<file path="src/cais_pkg.sv">
package cais_pkg;

   // ======================================================================
   // Four internal clock phases of one instruction cycle.
   typedef enum logic [1:0] {
      CAIS_Q1 = 2'b00,
      CAIS_Q2 = 2'b01,
      CAIS_Q3 = 2'b10,
      CAIS_Q4 = 2'b11
   } cais_phase_t;

   // ======================================================================
   // Decoded instruction classes.
   typedef enum logic [3:0] {
      CAIS_OP_NOP      = 4'h0,
      CAIS_OP_ADD_LIT  = 4'h1,
      CAIS_OP_ADD_FILE = 4'h2,
      CAIS_OP_ADD_CY   = 4'h3,
      CAIS_OP_AND_LIT  = 4'h4,
      CAIS_OP_AND_FILE = 4'h5,
      CAIS_OP_BIT_CLR  = 4'h6,
      CAIS_OP_SET_FILE = 4'h7,
      CAIS_OP_SKIP_CLR = 4'h8,
      CAIS_OP_SKIP_SET = 4'h9,
      CAIS_OP_LONG_CALL = 4'ha,
      CAIS_OP_BRANCH   = 4'hb,
      CAIS_OP_RET      = 4'hc,
      CAIS_OP_TBL_RD   = 4'hd,
      CAIS_OP_TBL_WR   = 4'he
   } cais_op_t;

   // ======================================================================
   // Opcode patterns, compared against the named top bits of the word.
   localparam logic [7:0] OPC_ADD_LIT   = 8'hb1;
   localparam logic [7:0] OPC_AND_LIT   = 8'hb5;
   localparam logic [7:0] OPC_LONG_CALL = 8'hb7;
   localparam logic [7:0] OPC_RET_LIT   = 8'hb6;
   localparam logic [6:0] OPC_ADD_FILE  = 7'h07;
   localparam logic [6:0] OPC_ADD_CY    = 7'h08;
   localparam logic [6:0] OPC_AND_FILE  = 7'h05;
   localparam logic [6:0] OPC_SET_FILE  = 7'h15;
   localparam logic [4:0] OPC_BIT_CLR   = 5'h11;
   localparam logic [4:0] OPC_SKIP_CLR  = 5'h13;
   localparam logic [4:0] OPC_SKIP_SET  = 5'h12;
   localparam logic [5:0] OPC_TBL_RD    = 6'h2a;
   localparam logic [5:0] OPC_TBL_WR    = 6'h2b;
   localparam logic [1:0] OPC_BRANCH    = 2'h3;
   localparam logic [15:0] OPC_RETURN   = 16'h0002;
   localparam logic [15:0] OPC_RETFIE   = 16'h0005;
   localparam logic [15:0] OPC_NOP      = 16'h0000;

   // File address of the program counter low byte.
   localparam logic [7:0] PC_LOW_FILE_ADDR = 8'h02;

   // ======================================================================
   // Status flag bit positions.
   localparam int FLAG_C  = 0;
   localparam int FLAG_DC = 1;
   localparam int FLAG_Z  = 2;
   localparam int FLAG_OV = 3;

   // ======================================================================
   // Register port offsets.
   localparam logic [2:0] REG_WORKING   = 3'h0;
   localparam logic [2:0] REG_STATUS    = 3'h1;
   localparam logic [2:0] REG_PC_LATCH  = 3'h2;
   localparam logic [2:0] REG_PC_LOW    = 3'h3;
   localparam logic [2:0] REG_PC_HIGH   = 3'h4;
   localparam logic [2:0] REG_CORE_STAT = 3'h5;

   localparam logic [7:0] RST_WORKING  = 8'h00;
   localparam logic [3:0] RST_FLAGS    = 4'h0;
   localparam logic [7:0] RST_PC_LATCH = 8'h00;
   localparam logic [15:0] RST_PC      = 16'h0000;

   // Extra no-operation cycles after the first.
   localparam logic [1:0] EXTRA_TWO_CYCLE   = 2'd1;
   localparam logic [1:0] EXTRA_THREE_CYCLE = 2'd2;

   // ======================================================================
   typedef struct packed {
      logic       wr;
      logic       rd;
      logic [2:0] addr;
      logic [7:0] wdata;
   } cais_bus_req_t;

   typedef struct packed {
      logic       we;
      logic [7:0] addr;
      logic [7:0] wdata;
   } cais_mem_req_t;

endpackage

</file>
<file path="src/cais_file_mem.sv">
`timescale 1ns/100ps

module cais_file_mem #(
   parameter int DEPTH = 256
) (
   input  wire logic                  clk,
   input  wire logic                  ce,
   input  wire cais_pkg::cais_mem_req_t req,
   output logic [7:0]                  rdata
);

   logic [7:0] mem_q [DEPTH];

   // Read data are registered; a write and a read of one address in the
   // same cycle return the old value.
   always_ff @(posedge clk) begin
      if (ce) begin
         rdata <= mem_q[req.addr];
         if (req.we) begin
            mem_q[req.addr] <= req.wdata;
         end
      end
   end

endmodule

</file>
<file path="src/cais_core.sv">
`timescale 1ns/100ps

// Summary of operation
// - Add literal to working register, set flags.
// - Add working register to file register.
// - Add working, file and carry together.
// - Destination bit picks working or file.
// - AND literal into working, zero flag only.
// - AND working with file, zero flag only.
// - Clear selected file bit, flags untouched.
// - Signed arithmetic uses two's complement overflow.
// - s bit one writes file only.
// - Long call loads latch and literal.
// - Internal table write ends on interrupt.
// - Skips take two cycles when true.
// - Skip discards prefetched word, runs no-op.
// - Branches two cycles, table read to counter three.
module cais_core #(
   parameter int FILE_DEPTH = 256
) (
   input  wire logic         clk,
   input  wire logic         resetn,
   input  wire logic         ce,
   input  wire logic [15:0]  instr,
   input  wire logic         instr_valid,
   input  wire logic         tbl_internal,
   input  wire logic [15:0]  tbl_data,
   input  wire logic         irq_event,
   input  wire cais_pkg::cais_bus_req_t bus_req,
   output logic [7:0]        bus_rdata,
   output logic              instr_ack,
   output logic              discard,
   output logic              busy,
   output logic [15:0]       pc,
   output cais_pkg::cais_phase_t phase
);

   // ======================================================================
   // State.
   typedef struct packed {
      cais_pkg::cais_phase_t phase;
      logic [15:0]           ir;
      logic [7:0]            working_register;
      logic [3:0]            flags;
      logic [7:0]            pc_high_latch;
      logic [15:0]           pc;
      logic [7:0]            result;
      logic [3:0]            new_flags;
      logic                  skip_true;
      logic                  skip_pending;
      logic [1:0]            extra;
      logic                  tbl_wr_active;
      logic                  ack;
      logic                  discard;
      logic                  busy;
      logic [7:0]            rdata;
   } cais_state_t;

   cais_state_t q;
   cais_state_t d;

   cais_pkg::cais_mem_req_t mem_req;
   logic [7:0]              mem_rdata;
   cais_pkg::cais_op_t      op;
   logic [7:0]              alu_b;
   logic                    cin;
   logic [8:0]              sum9;
   logic [4:0]              nib5;
   logic [7:0]              and8;
   logic [7:0]              bit_mask;

   cais_file_mem #(
      .DEPTH (FILE_DEPTH)
   ) u_file_mem (
      .clk   (clk),
      .ce    (ce),
      .req   (mem_req),
      .rdata (mem_rdata)
   );

   // ======================================================================
   // Instruction decode.
   function automatic cais_pkg::cais_op_t decode(input logic [15:0] w);
      cais_pkg::cais_op_t o;
      o = cais_pkg::CAIS_OP_NOP;
      if (w[15:8] == cais_pkg::OPC_ADD_LIT) begin
         o = cais_pkg::CAIS_OP_ADD_LIT;
      end else if (w[15:8] == cais_pkg::OPC_AND_LIT) begin
         o = cais_pkg::CAIS_OP_AND_LIT;
      end else if (w[15:8] == cais_pkg::OPC_LONG_CALL) begin
         o = cais_pkg::CAIS_OP_LONG_CALL;
      end else if (w[15:8] == cais_pkg::OPC_RET_LIT || w == cais_pkg::OPC_RETURN ||
                   w == cais_pkg::OPC_RETFIE) begin
         o = cais_pkg::CAIS_OP_RET;
      end else if (w[15:9] == cais_pkg::OPC_ADD_FILE) begin
         o = cais_pkg::CAIS_OP_ADD_FILE;
      end else if (w[15:9] == cais_pkg::OPC_ADD_CY) begin
         o = cais_pkg::CAIS_OP_ADD_CY;
      end else if (w[15:9] == cais_pkg::OPC_AND_FILE) begin
         o = cais_pkg::CAIS_OP_AND_FILE;
      end else if (w[15:9] == cais_pkg::OPC_SET_FILE) begin
         o = cais_pkg::CAIS_OP_SET_FILE;
      end else if (w[15:11] == cais_pkg::OPC_BIT_CLR) begin
         o = cais_pkg::CAIS_OP_BIT_CLR;
      end else if (w[15:11] == cais_pkg::OPC_SKIP_CLR) begin
         o = cais_pkg::CAIS_OP_SKIP_CLR;
      end else if (w[15:11] == cais_pkg::OPC_SKIP_SET) begin
         o = cais_pkg::CAIS_OP_SKIP_SET;
      end else if (w[15:10] == cais_pkg::OPC_TBL_RD) begin
         o = cais_pkg::CAIS_OP_TBL_RD;
      end else if (w[15:10] == cais_pkg::OPC_TBL_WR) begin
         o = cais_pkg::CAIS_OP_TBL_WR;
      end else if (w[15:14] == cais_pkg::OPC_BRANCH) begin
         o = cais_pkg::CAIS_OP_BRANCH;
      end
      return o;
   endfunction

   // ======================================================================
   // Arithmetic, shared by all three add forms.
   always_comb begin
      op = decode(q.ir);
      if (op == cais_pkg::CAIS_OP_ADD_LIT || op == cais_pkg::CAIS_OP_AND_LIT) begin
         alu_b = q.ir[7:0];
      end else begin
         alu_b = mem_rdata;
      end
      cin      = (op == cais_pkg::CAIS_OP_ADD_CY) ? q.flags[cais_pkg::FLAG_C] : 1'b0;
      sum9     = {1'b0, q.working_register} + {1'b0, alu_b} + {8'h00, cin};
      nib5     = {1'b0, q.working_register[3:0]} + {1'b0, alu_b[3:0]} + {4'h0, cin};
      and8     = q.working_register & alu_b;
      bit_mask = ~(8'h01 << q.ir[10:8]);
   end

   // ======================================================================
   // Sequencer.
   always_comb begin
      d       = q;
      d.ack   = 1'b0;
      d.discard = 1'b0;
      mem_req.we    = 1'b0;
      mem_req.addr  = q.ir[7:0];
      mem_req.wdata = q.result;

      if (bus_req.wr) begin
         if (bus_req.addr == cais_pkg::REG_WORKING) begin
            d.working_register = bus_req.wdata;
         end else if (bus_req.addr == cais_pkg::REG_STATUS) begin
            d.flags = bus_req.wdata[3:0];
         end else if (bus_req.addr == cais_pkg::REG_PC_LATCH) begin
            d.pc_high_latch = bus_req.wdata;
         end
      end
      if (bus_req.rd) begin
         if (bus_req.addr == cais_pkg::REG_WORKING) begin
            d.rdata = q.working_register;
         end else if (bus_req.addr == cais_pkg::REG_STATUS) begin
            d.rdata = {4'h0, q.flags};
         end else if (bus_req.addr == cais_pkg::REG_PC_LATCH) begin
            d.rdata = q.pc_high_latch;
         end else if (bus_req.addr == cais_pkg::REG_PC_LOW) begin
            d.rdata = q.pc[7:0];
         end else if (bus_req.addr == cais_pkg::REG_PC_HIGH) begin
            d.rdata = q.pc[15:8];
         end else if (bus_req.addr == cais_pkg::REG_CORE_STAT) begin
            d.rdata = {4'h0, q.tbl_wr_active, q.skip_pending, q.extra};
         end else begin
            d.rdata = 8'h00;
         end
      end

      // An interrupt event ends an internal table write in progress.
      if (irq_event) begin
         d.tbl_wr_active = 1'b0;
      end

      case (q.phase)
         cais_pkg::CAIS_Q1: begin
            d.phase = cais_pkg::CAIS_Q2;
            if (q.extra != 2'd0 || q.tbl_wr_active) begin
               d.ir = cais_pkg::OPC_NOP;
            end else if (instr_valid) begin
               d.ack = 1'b1;
               if (q.skip_pending) begin
                  // The prefetched word is consumed but never executed.
                  d.ir           = cais_pkg::OPC_NOP;
                  d.skip_pending = 1'b0;
                  d.discard      = 1'b1;
               end else begin
                  d.ir = instr;
               end
            end else begin
               d.ir = cais_pkg::OPC_NOP;
            end
         end
         cais_pkg::CAIS_Q2: begin
            // The file read issued now returns its data in Q3.
            d.phase = cais_pkg::CAIS_Q3;
         end
         cais_pkg::CAIS_Q3: begin
            d.phase     = cais_pkg::CAIS_Q4;
            d.new_flags = q.flags;
            d.result    = q.working_register;
            d.skip_true = 1'b0;
            case (op)
               cais_pkg::CAIS_OP_ADD_LIT, cais_pkg::CAIS_OP_ADD_FILE, cais_pkg::CAIS_OP_ADD_CY: begin
                  d.result                     = sum9[7:0];
                  d.new_flags[cais_pkg::FLAG_C]  = sum9[8];
                  d.new_flags[cais_pkg::FLAG_DC] = nib5[4];
                  d.new_flags[cais_pkg::FLAG_Z]  = (sum9[7:0] == 8'h00);
                  d.new_flags[cais_pkg::FLAG_OV] = (q.working_register[7] == alu_b[7]) &&
                                                   (sum9[7] != alu_b[7]);
               end
               cais_pkg::CAIS_OP_AND_LIT, cais_pkg::CAIS_OP_AND_FILE: begin
                  d.result                    = and8;
                  d.new_flags[cais_pkg::FLAG_Z] = (and8 == 8'h00);
               end
               cais_pkg::CAIS_OP_BIT_CLR: begin
                  d.result = mem_rdata & bit_mask;
               end
               cais_pkg::CAIS_OP_SET_FILE: begin
                  d.result = 8'hff;
               end
               cais_pkg::CAIS_OP_SKIP_CLR: begin
                  d.skip_true = ~mem_rdata[q.ir[10:8]];
               end
               cais_pkg::CAIS_OP_SKIP_SET: begin
                  d.skip_true = mem_rdata[q.ir[10:8]];
               end
               default: begin
                  d.result = q.working_register;
               end
            endcase
         end
         cais_pkg::CAIS_Q4: begin
            d.phase = cais_pkg::CAIS_Q1;
            d.pc    = q.pc + 16'h0001;
            if (q.extra != 2'd0) begin
               d.extra = q.extra - 2'd1;
            end
            case (op)
               cais_pkg::CAIS_OP_ADD_LIT, cais_pkg::CAIS_OP_AND_LIT: begin
                  d.working_register = q.result;
                  d.flags            = q.new_flags;
               end
               cais_pkg::CAIS_OP_ADD_FILE, cais_pkg::CAIS_OP_ADD_CY, cais_pkg::CAIS_OP_AND_FILE: begin
                  d.flags = q.new_flags;
                  if (q.ir[8]) begin
                     mem_req.we = 1'b1;
                  end else begin
                     d.working_register = q.result;
                  end
               end
               cais_pkg::CAIS_OP_BIT_CLR: begin
                  mem_req.we = 1'b1;
               end
               cais_pkg::CAIS_OP_SET_FILE: begin
                  mem_req.we = 1'b1;
                  if (!q.ir[8]) begin
                     d.working_register = q.result;
                  end
               end
               cais_pkg::CAIS_OP_SKIP_CLR, cais_pkg::CAIS_OP_SKIP_SET: begin
                  if (q.skip_true) begin
                     d.skip_pending = 1'b1;
                  end
               end
               cais_pkg::CAIS_OP_LONG_CALL: begin
                  d.pc    = {q.pc_high_latch, q.ir[7:0]};
                  d.extra = cais_pkg::EXTRA_TWO_CYCLE;
               end
               cais_pkg::CAIS_OP_BRANCH: begin
                  d.pc    = {q.pc[15:13], q.ir[12:0]};
                  d.extra = cais_pkg::EXTRA_TWO_CYCLE;
               end
               cais_pkg::CAIS_OP_RET: begin
                  d.extra = cais_pkg::EXTRA_TWO_CYCLE;
               end
               cais_pkg::CAIS_OP_TBL_RD: begin
                  if (q.ir[7:0] == cais_pkg::PC_LOW_FILE_ADDR) begin
                     d.pc    = {q.pc[15:8], tbl_data[7:0]};
                     d.extra = cais_pkg::EXTRA_THREE_CYCLE;
                  end else begin
                     d.extra = cais_pkg::EXTRA_TWO_CYCLE;
                  end
               end
               cais_pkg::CAIS_OP_TBL_WR: begin
                  if (tbl_internal) begin
                     // Set wins over a same-cycle interrupt clear.
                     d.tbl_wr_active = 1'b1;
                  end else begin
                     d.extra = cais_pkg::EXTRA_TWO_CYCLE;
                  end
               end
               default: begin
                  d.extra = d.extra;
               end
            endcase
            // The program counter stalls while extra cycles run.
            if (q.extra != 2'd0 || q.tbl_wr_active) begin
               d.pc = q.pc;
            end
         end
         default: begin
            d.phase = cais_pkg::CAIS_Q1;
         end
      endcase
      d.busy = (d.extra != 2'd0) || d.tbl_wr_active;
   end

   always_ff @(posedge clk or negedge resetn) begin
      if (!resetn) begin
         q                  <= '0;
         q.phase            <= cais_pkg::CAIS_Q1;
         q.working_register <= cais_pkg::RST_WORKING;
         q.flags            <= cais_pkg::RST_FLAGS;
         q.pc_high_latch    <= cais_pkg::RST_PC_LATCH;
         q.pc               <= cais_pkg::RST_PC;
      end else if (ce) begin
         q <= d;
      end
   end

   assign bus_rdata = q.rdata;
   assign instr_ack = q.ack;
   assign discard   = q.discard;
   assign busy      = q.busy;
   assign pc        = q.pc;
   assign phase     = q.phase;

endmodule

</file>
<file path="config.mk">
export PLATFORM = sky130hd
export DESIGN_NAME = cais_core
export DESIGN_NICKNAME = d
export VERILOG_FILES = /design/src/cais_pkg.sv /design/src/cais_file_mem.sv /design/src/cais_core.sv
export SDC_FILE = /design/constraint.sdc
export NUM_CORES = 2
export LEC_CHECK = 0
export ABC_CLOCK_PERIOD_IN_PS = 4300
export BUFFER_PORTS_ARGS = -buffer_cell sky130_fd_sc_hd__buf_2
export CAP_MARGIN = 10
export CORE_MARGIN = 1
export CORE_UTILIZATION = 57
export DETAILED_ROUTE_END_ITERATION = 6
export GPL_TIMING_DRIVEN = 0
export PLACE_DENSITY = 0.78
export SLEW_MARGIN = 20
export SYNTH_ARGS = -nofsm -noshare
export SYNTH_HDL_FRONTEND = slang
export SYNTH_SLANG_ARGS = --single-unit
</file>
<file path="constraint.sdc">
create_clock -name clk -period 4.3 [get_ports clk]
set_input_delay 0.43 -clock clk [delete_from_list [all_inputs] [get_ports clk]]
set_output_delay 0.43 -clock clk [all_outputs]
set_load 0.01 [all_outputs]
</file>
==> results.sh <==
export IMPL_initial_core_util_pct=57.49
export IMPL_layout_cells_non_filler=6613
export IMPL_min_path_type="input port to register"
export IMPL_synthToLayoutAreaGrowth_pct=15.86
export IMPL_antenna_found_initial=14
export IMPL_r2r_start="q[76]"
export IMPL_highest_signal_layer="met5"
export IMPL_coreArea_sq_um=148000
export IMPL_ys_seq_elements=2138
export IMPL_hold_end="q[44]"
export IMPL_required_ps=4830
export IMPL_totalWireLength_um=312000
export IMPL_p_int_mw=41.73
export IMPL_cap_violations=0
export IMPL_yosys_area_share_simple_pct=3.554
export IMPL_postRouteAntennaNets=0
export IMPL_synth_adder_area_share_pct=0.2235
export IMPL_final_cell_mix="edfxtp_1 (2056), mux4_2 (595), clkbuf_16 (207)"
export IMPL_drc_errors=15
export IMPL_hold_path_cell_count=4
export IMPL_io_pins=80
export IMPL_rsz0062_at_grt="true"
export IMPL_synth_area_mux_share_pct=16.71
export IMPL_totalPowerFinal_mw=63.71
export IMPL_finClkSkew_ps=82.64
export IMPL_finalCriticalPeriod_ps=4624
export IMPL_power_leakage_nw=30.69
export IMPL_seq_area_frac_synth_pct=74.96
export IMPL_syn_area_sq_um=85100
export IMPL_place_congestion=1.049
export IMPL_placed_cells=6177
export IMPL_drt_met1_wl_um=95960
export IMPL_grt_pass1_wl_um=414100
export IMPL_worst_r2r_endpoint="u_file_mem.mem_q[136][5]"
export IMPL_r2r_cells=10
export IMPL_synth_top_family_by_area="multiplexers"
export IMPL_grt_usage_pct=41.82
export IMPL_post_drt_via_cell_ratio=7.640
export IMPL_numCtsBuffers=206
export IMPL_synth_top_cell_by_area="edfxtp_1"
export IMPL_final_nets=4567
export IMPL_pwr_density_cell_nw_per_um2=646.2
export IMPL_slew_viol_final=0
export IMPL_clk_path_buf_depth=3
export IMPL_end_kind="register"
export IMPL_worst_slew_pin_slew_ps=1299
export IMPL_path_class="register to register"
export IMPL_fin_ws_ps=-323.5
export IMPL_post_place_ws_ps=-2449
export IMPL_vias=50522
export IMPL_p_comb_share_pct=29.0
export IMPL_switching_share_pct=34.50
export IMPL_grt_pass1_vias=48024
export IMPL_grt_max_degree=85
export IMPL_r2r_slack_ps=-320
export IMPL_cts_sinks=2138
export IMPL_fin_crit_sh_pct=107.5
export IMPL_met3_wirelength_um=50940
export IMPL_die_area_sq_um=150800
export IMPL_ys_warn_count=0
export IMPL_syn_inst=4120
export IMPL_final_common_cell="edfxtp_1"
export IMPL_io_buffers=71
export IMPL_synth_compound_area_share_pct=2.767
export IMPL_hold_viol_final=0
export IMPL_startpoint_type="register"
export IMPL_synth_edf_count=2056
export IMPL_die_x_um=388.4
export IMPL_cp_arrival_ps=5150
export IMPL_relSlewSlack_pct=13.07
export IMPL_synth_top_area_share_pct=72.55
export IMPL_ys_types=84
export IMPL_num_rows=141
export IMPL_clkPwrFrac_pct=28.7
export IMPL_first_pass_iters=7
export IMPL_cts_htree_levels=4
export IMPL_ir_drop_mv=0.4374
export IMPL_synthesis_nets=4185
export IMPL_insertion_delay_ps=900
export IMPL_chipHeight_um=388.4
export IMPL_violations="design-rule violations, negative setup slack"
export IMPL_crit_fanout=10
export IMPL_drt_iter0_drc=8912
export IMPL_path_clk_slew_ps=60
export IMPL_n_fill_cell=8952
export IMPL_drive_gt1_share_pct=32.52
export IMPL_wl_met2_um=134100
export IMPL_overflow=0
export IMPL_hold_path_startpoint="bus_req[10]"
export IMPL_yosys_area_share_xor_xnor_pct=0.08233
export IMPL_ys_async_sr_fraction_pct=3.835
export IMPL_clockRootBuffer="clkbuf_16"
export IMPL_dp_final_hpwl_um=201200
export IMPL_cts_tree="built"
export IMPL_routedWlPerCell_um=47.18
export IMPL_p_seq_share_pct=42.3
export IMPL_avgSynthCellArea_sq_um=20.66
export IMPL_status="complete, but fails checks"
export IMPL_setup_viol=812
export IMPL_ys_flop_type="edfxtp_1"
export IMPL_p_switching_mw=21.98
export IMPL_synth_area_leaders="edfxtp_1 (73%), mux4_2 (16%), dfrtp_1 (2.4%)"
export IMPL_fmax_ghz=0.2163
-- routing by layer --
layer | vias to the layer above | GRT usage [%]
met5 | - | 0.2233
met4 | 18 | 33.01
met3 | 1310 | 17.70
met2 | 5571 | 59.27
met1 | 25682 | 50.61
li1 | 17941 | -
-- Yosys cell counts, types with 12 or more instances --
master and n:
edfxtp_1 2056, mux4_2 595, nor2_1 335, nand2_1 160, clkbuf_1 96, dfrtp_1 82
mux2i_1 68, buf_2 58, buf_4 51, a21oi_1 45, o21ai_0 45, a22oi_1 44
nand3_1 40, nor3_1 39, a22o_1 32, inv_1 28, a31oi_1 26, buf_1 24
nor2b_1 20, buf_6 19, a221oi_1 18, o22ai_1 18, nand2b_1 14, nand4_1 13
ha_1 12, mux2_2 12
-- state kept, by name, indices dropped and copies added (netlist names) --
name              flops
u_file_mem.mem_q   2048
q                    37
mem_req              16
pc                   16
bus_rdata             8
u_file_mem.rdata      8
phase                 2
busy                  1
discard               1
instr_ack             1
-- cell type report --
class | count | area [sq um] | area share (%)
diodes | 6 | 15.01 | 0.01523
plain buffers | 243 | 1951 | 1.978
clock buffers | 246 | 5326 | 5.402
clock inverters | 137 | 1378 | 1.397
inverters | 31 | 120.1 | 0.1218
multi-input cells | 1703 | 21280 | 21.58
flip-flops and latches | 2138 | 63820 | 64.73
well taps | 1930 | 2415 | 2.449
repair buffers | 179 | 2290 | 2.322
-- stage by stage --
step	hold slack [ps]	util, %	cell area (sq um)	TNS [ps]
floorplan	134.4	-	85100	0
global placement	464.0	59.37	87870	-9760190
detailed placement	452.4	60.43	89450	-2683480
CTS	6.194	66.13	97880	-4589
global route	94.10	66.60	98580	-58060
finish	51.79	66.61	98590	-91670
-- worst max-delay path, cell delays in order, from the launching register on --
cell	delay [ps]
dfrtp_1	470
buf_2	300
or4b_1	470
a21oi_1	230
a21oi_1	150
a21oi_1	160
o21a_1	430
buf_2	390
buf_4	400
nand2_1	560
nor2_2	650
-- power groups by stage --
stage          Sequential (mW)  Clock [mW]  Combinational, mW
3_3_place_gp              29.0           0               13.3
6_report                  27.0        18.3               18.5
4_1_cts                   26.9        18.1               17.3
2_1_floorplan             28.6           0               6.86
5_1_grt                   27.0        18.8               18.1
3_5_place_dp              27.3           0               16.7
-- repair_timing --
action | 4_1_cts | 5_1_grt
endpoints found under the hold margin | 138 | 0
setup buffers | 4 | 9
setup endpoints to repair | 2017 | 1010
resized for setup | 406 | 151
hold buffers | 38 | 0
pin swaps | 2 | 4
-- cell families after synthesis --
| kind of cell | count (synthesis) |
|---|---|
| flops | 2138 |
| simple gates | 683 |
| mux | 675 |
| compound gates | 323 |
| buf+inv | 279 |
| fa+ha+maj | 14 |
| xor+xnor | 8 |
-- how the worst max path moves through the flow --
| stage | startpoint | to | cells after the start |
|---|---|---|---|
| detailed placement | mem_req[9] | u_file_mem.mem_q[179][4] | 9 |
| global route | q[76] | u_file_mem.mem_q[87][3] | 10 |
| finish | q[76] | u_file_mem.mem_q[136][5] | 10 |
| global placement | mem_req[9] | u_file_mem.mem_q[197][4] | 9 |
| CTS | mem_req[10] | u_file_mem.rdata[0] | 9 |
| floorplan | mem_req[7] | u_file_mem.mem_q[0][7] | 0 |
(Power assumes the default switching activity.)
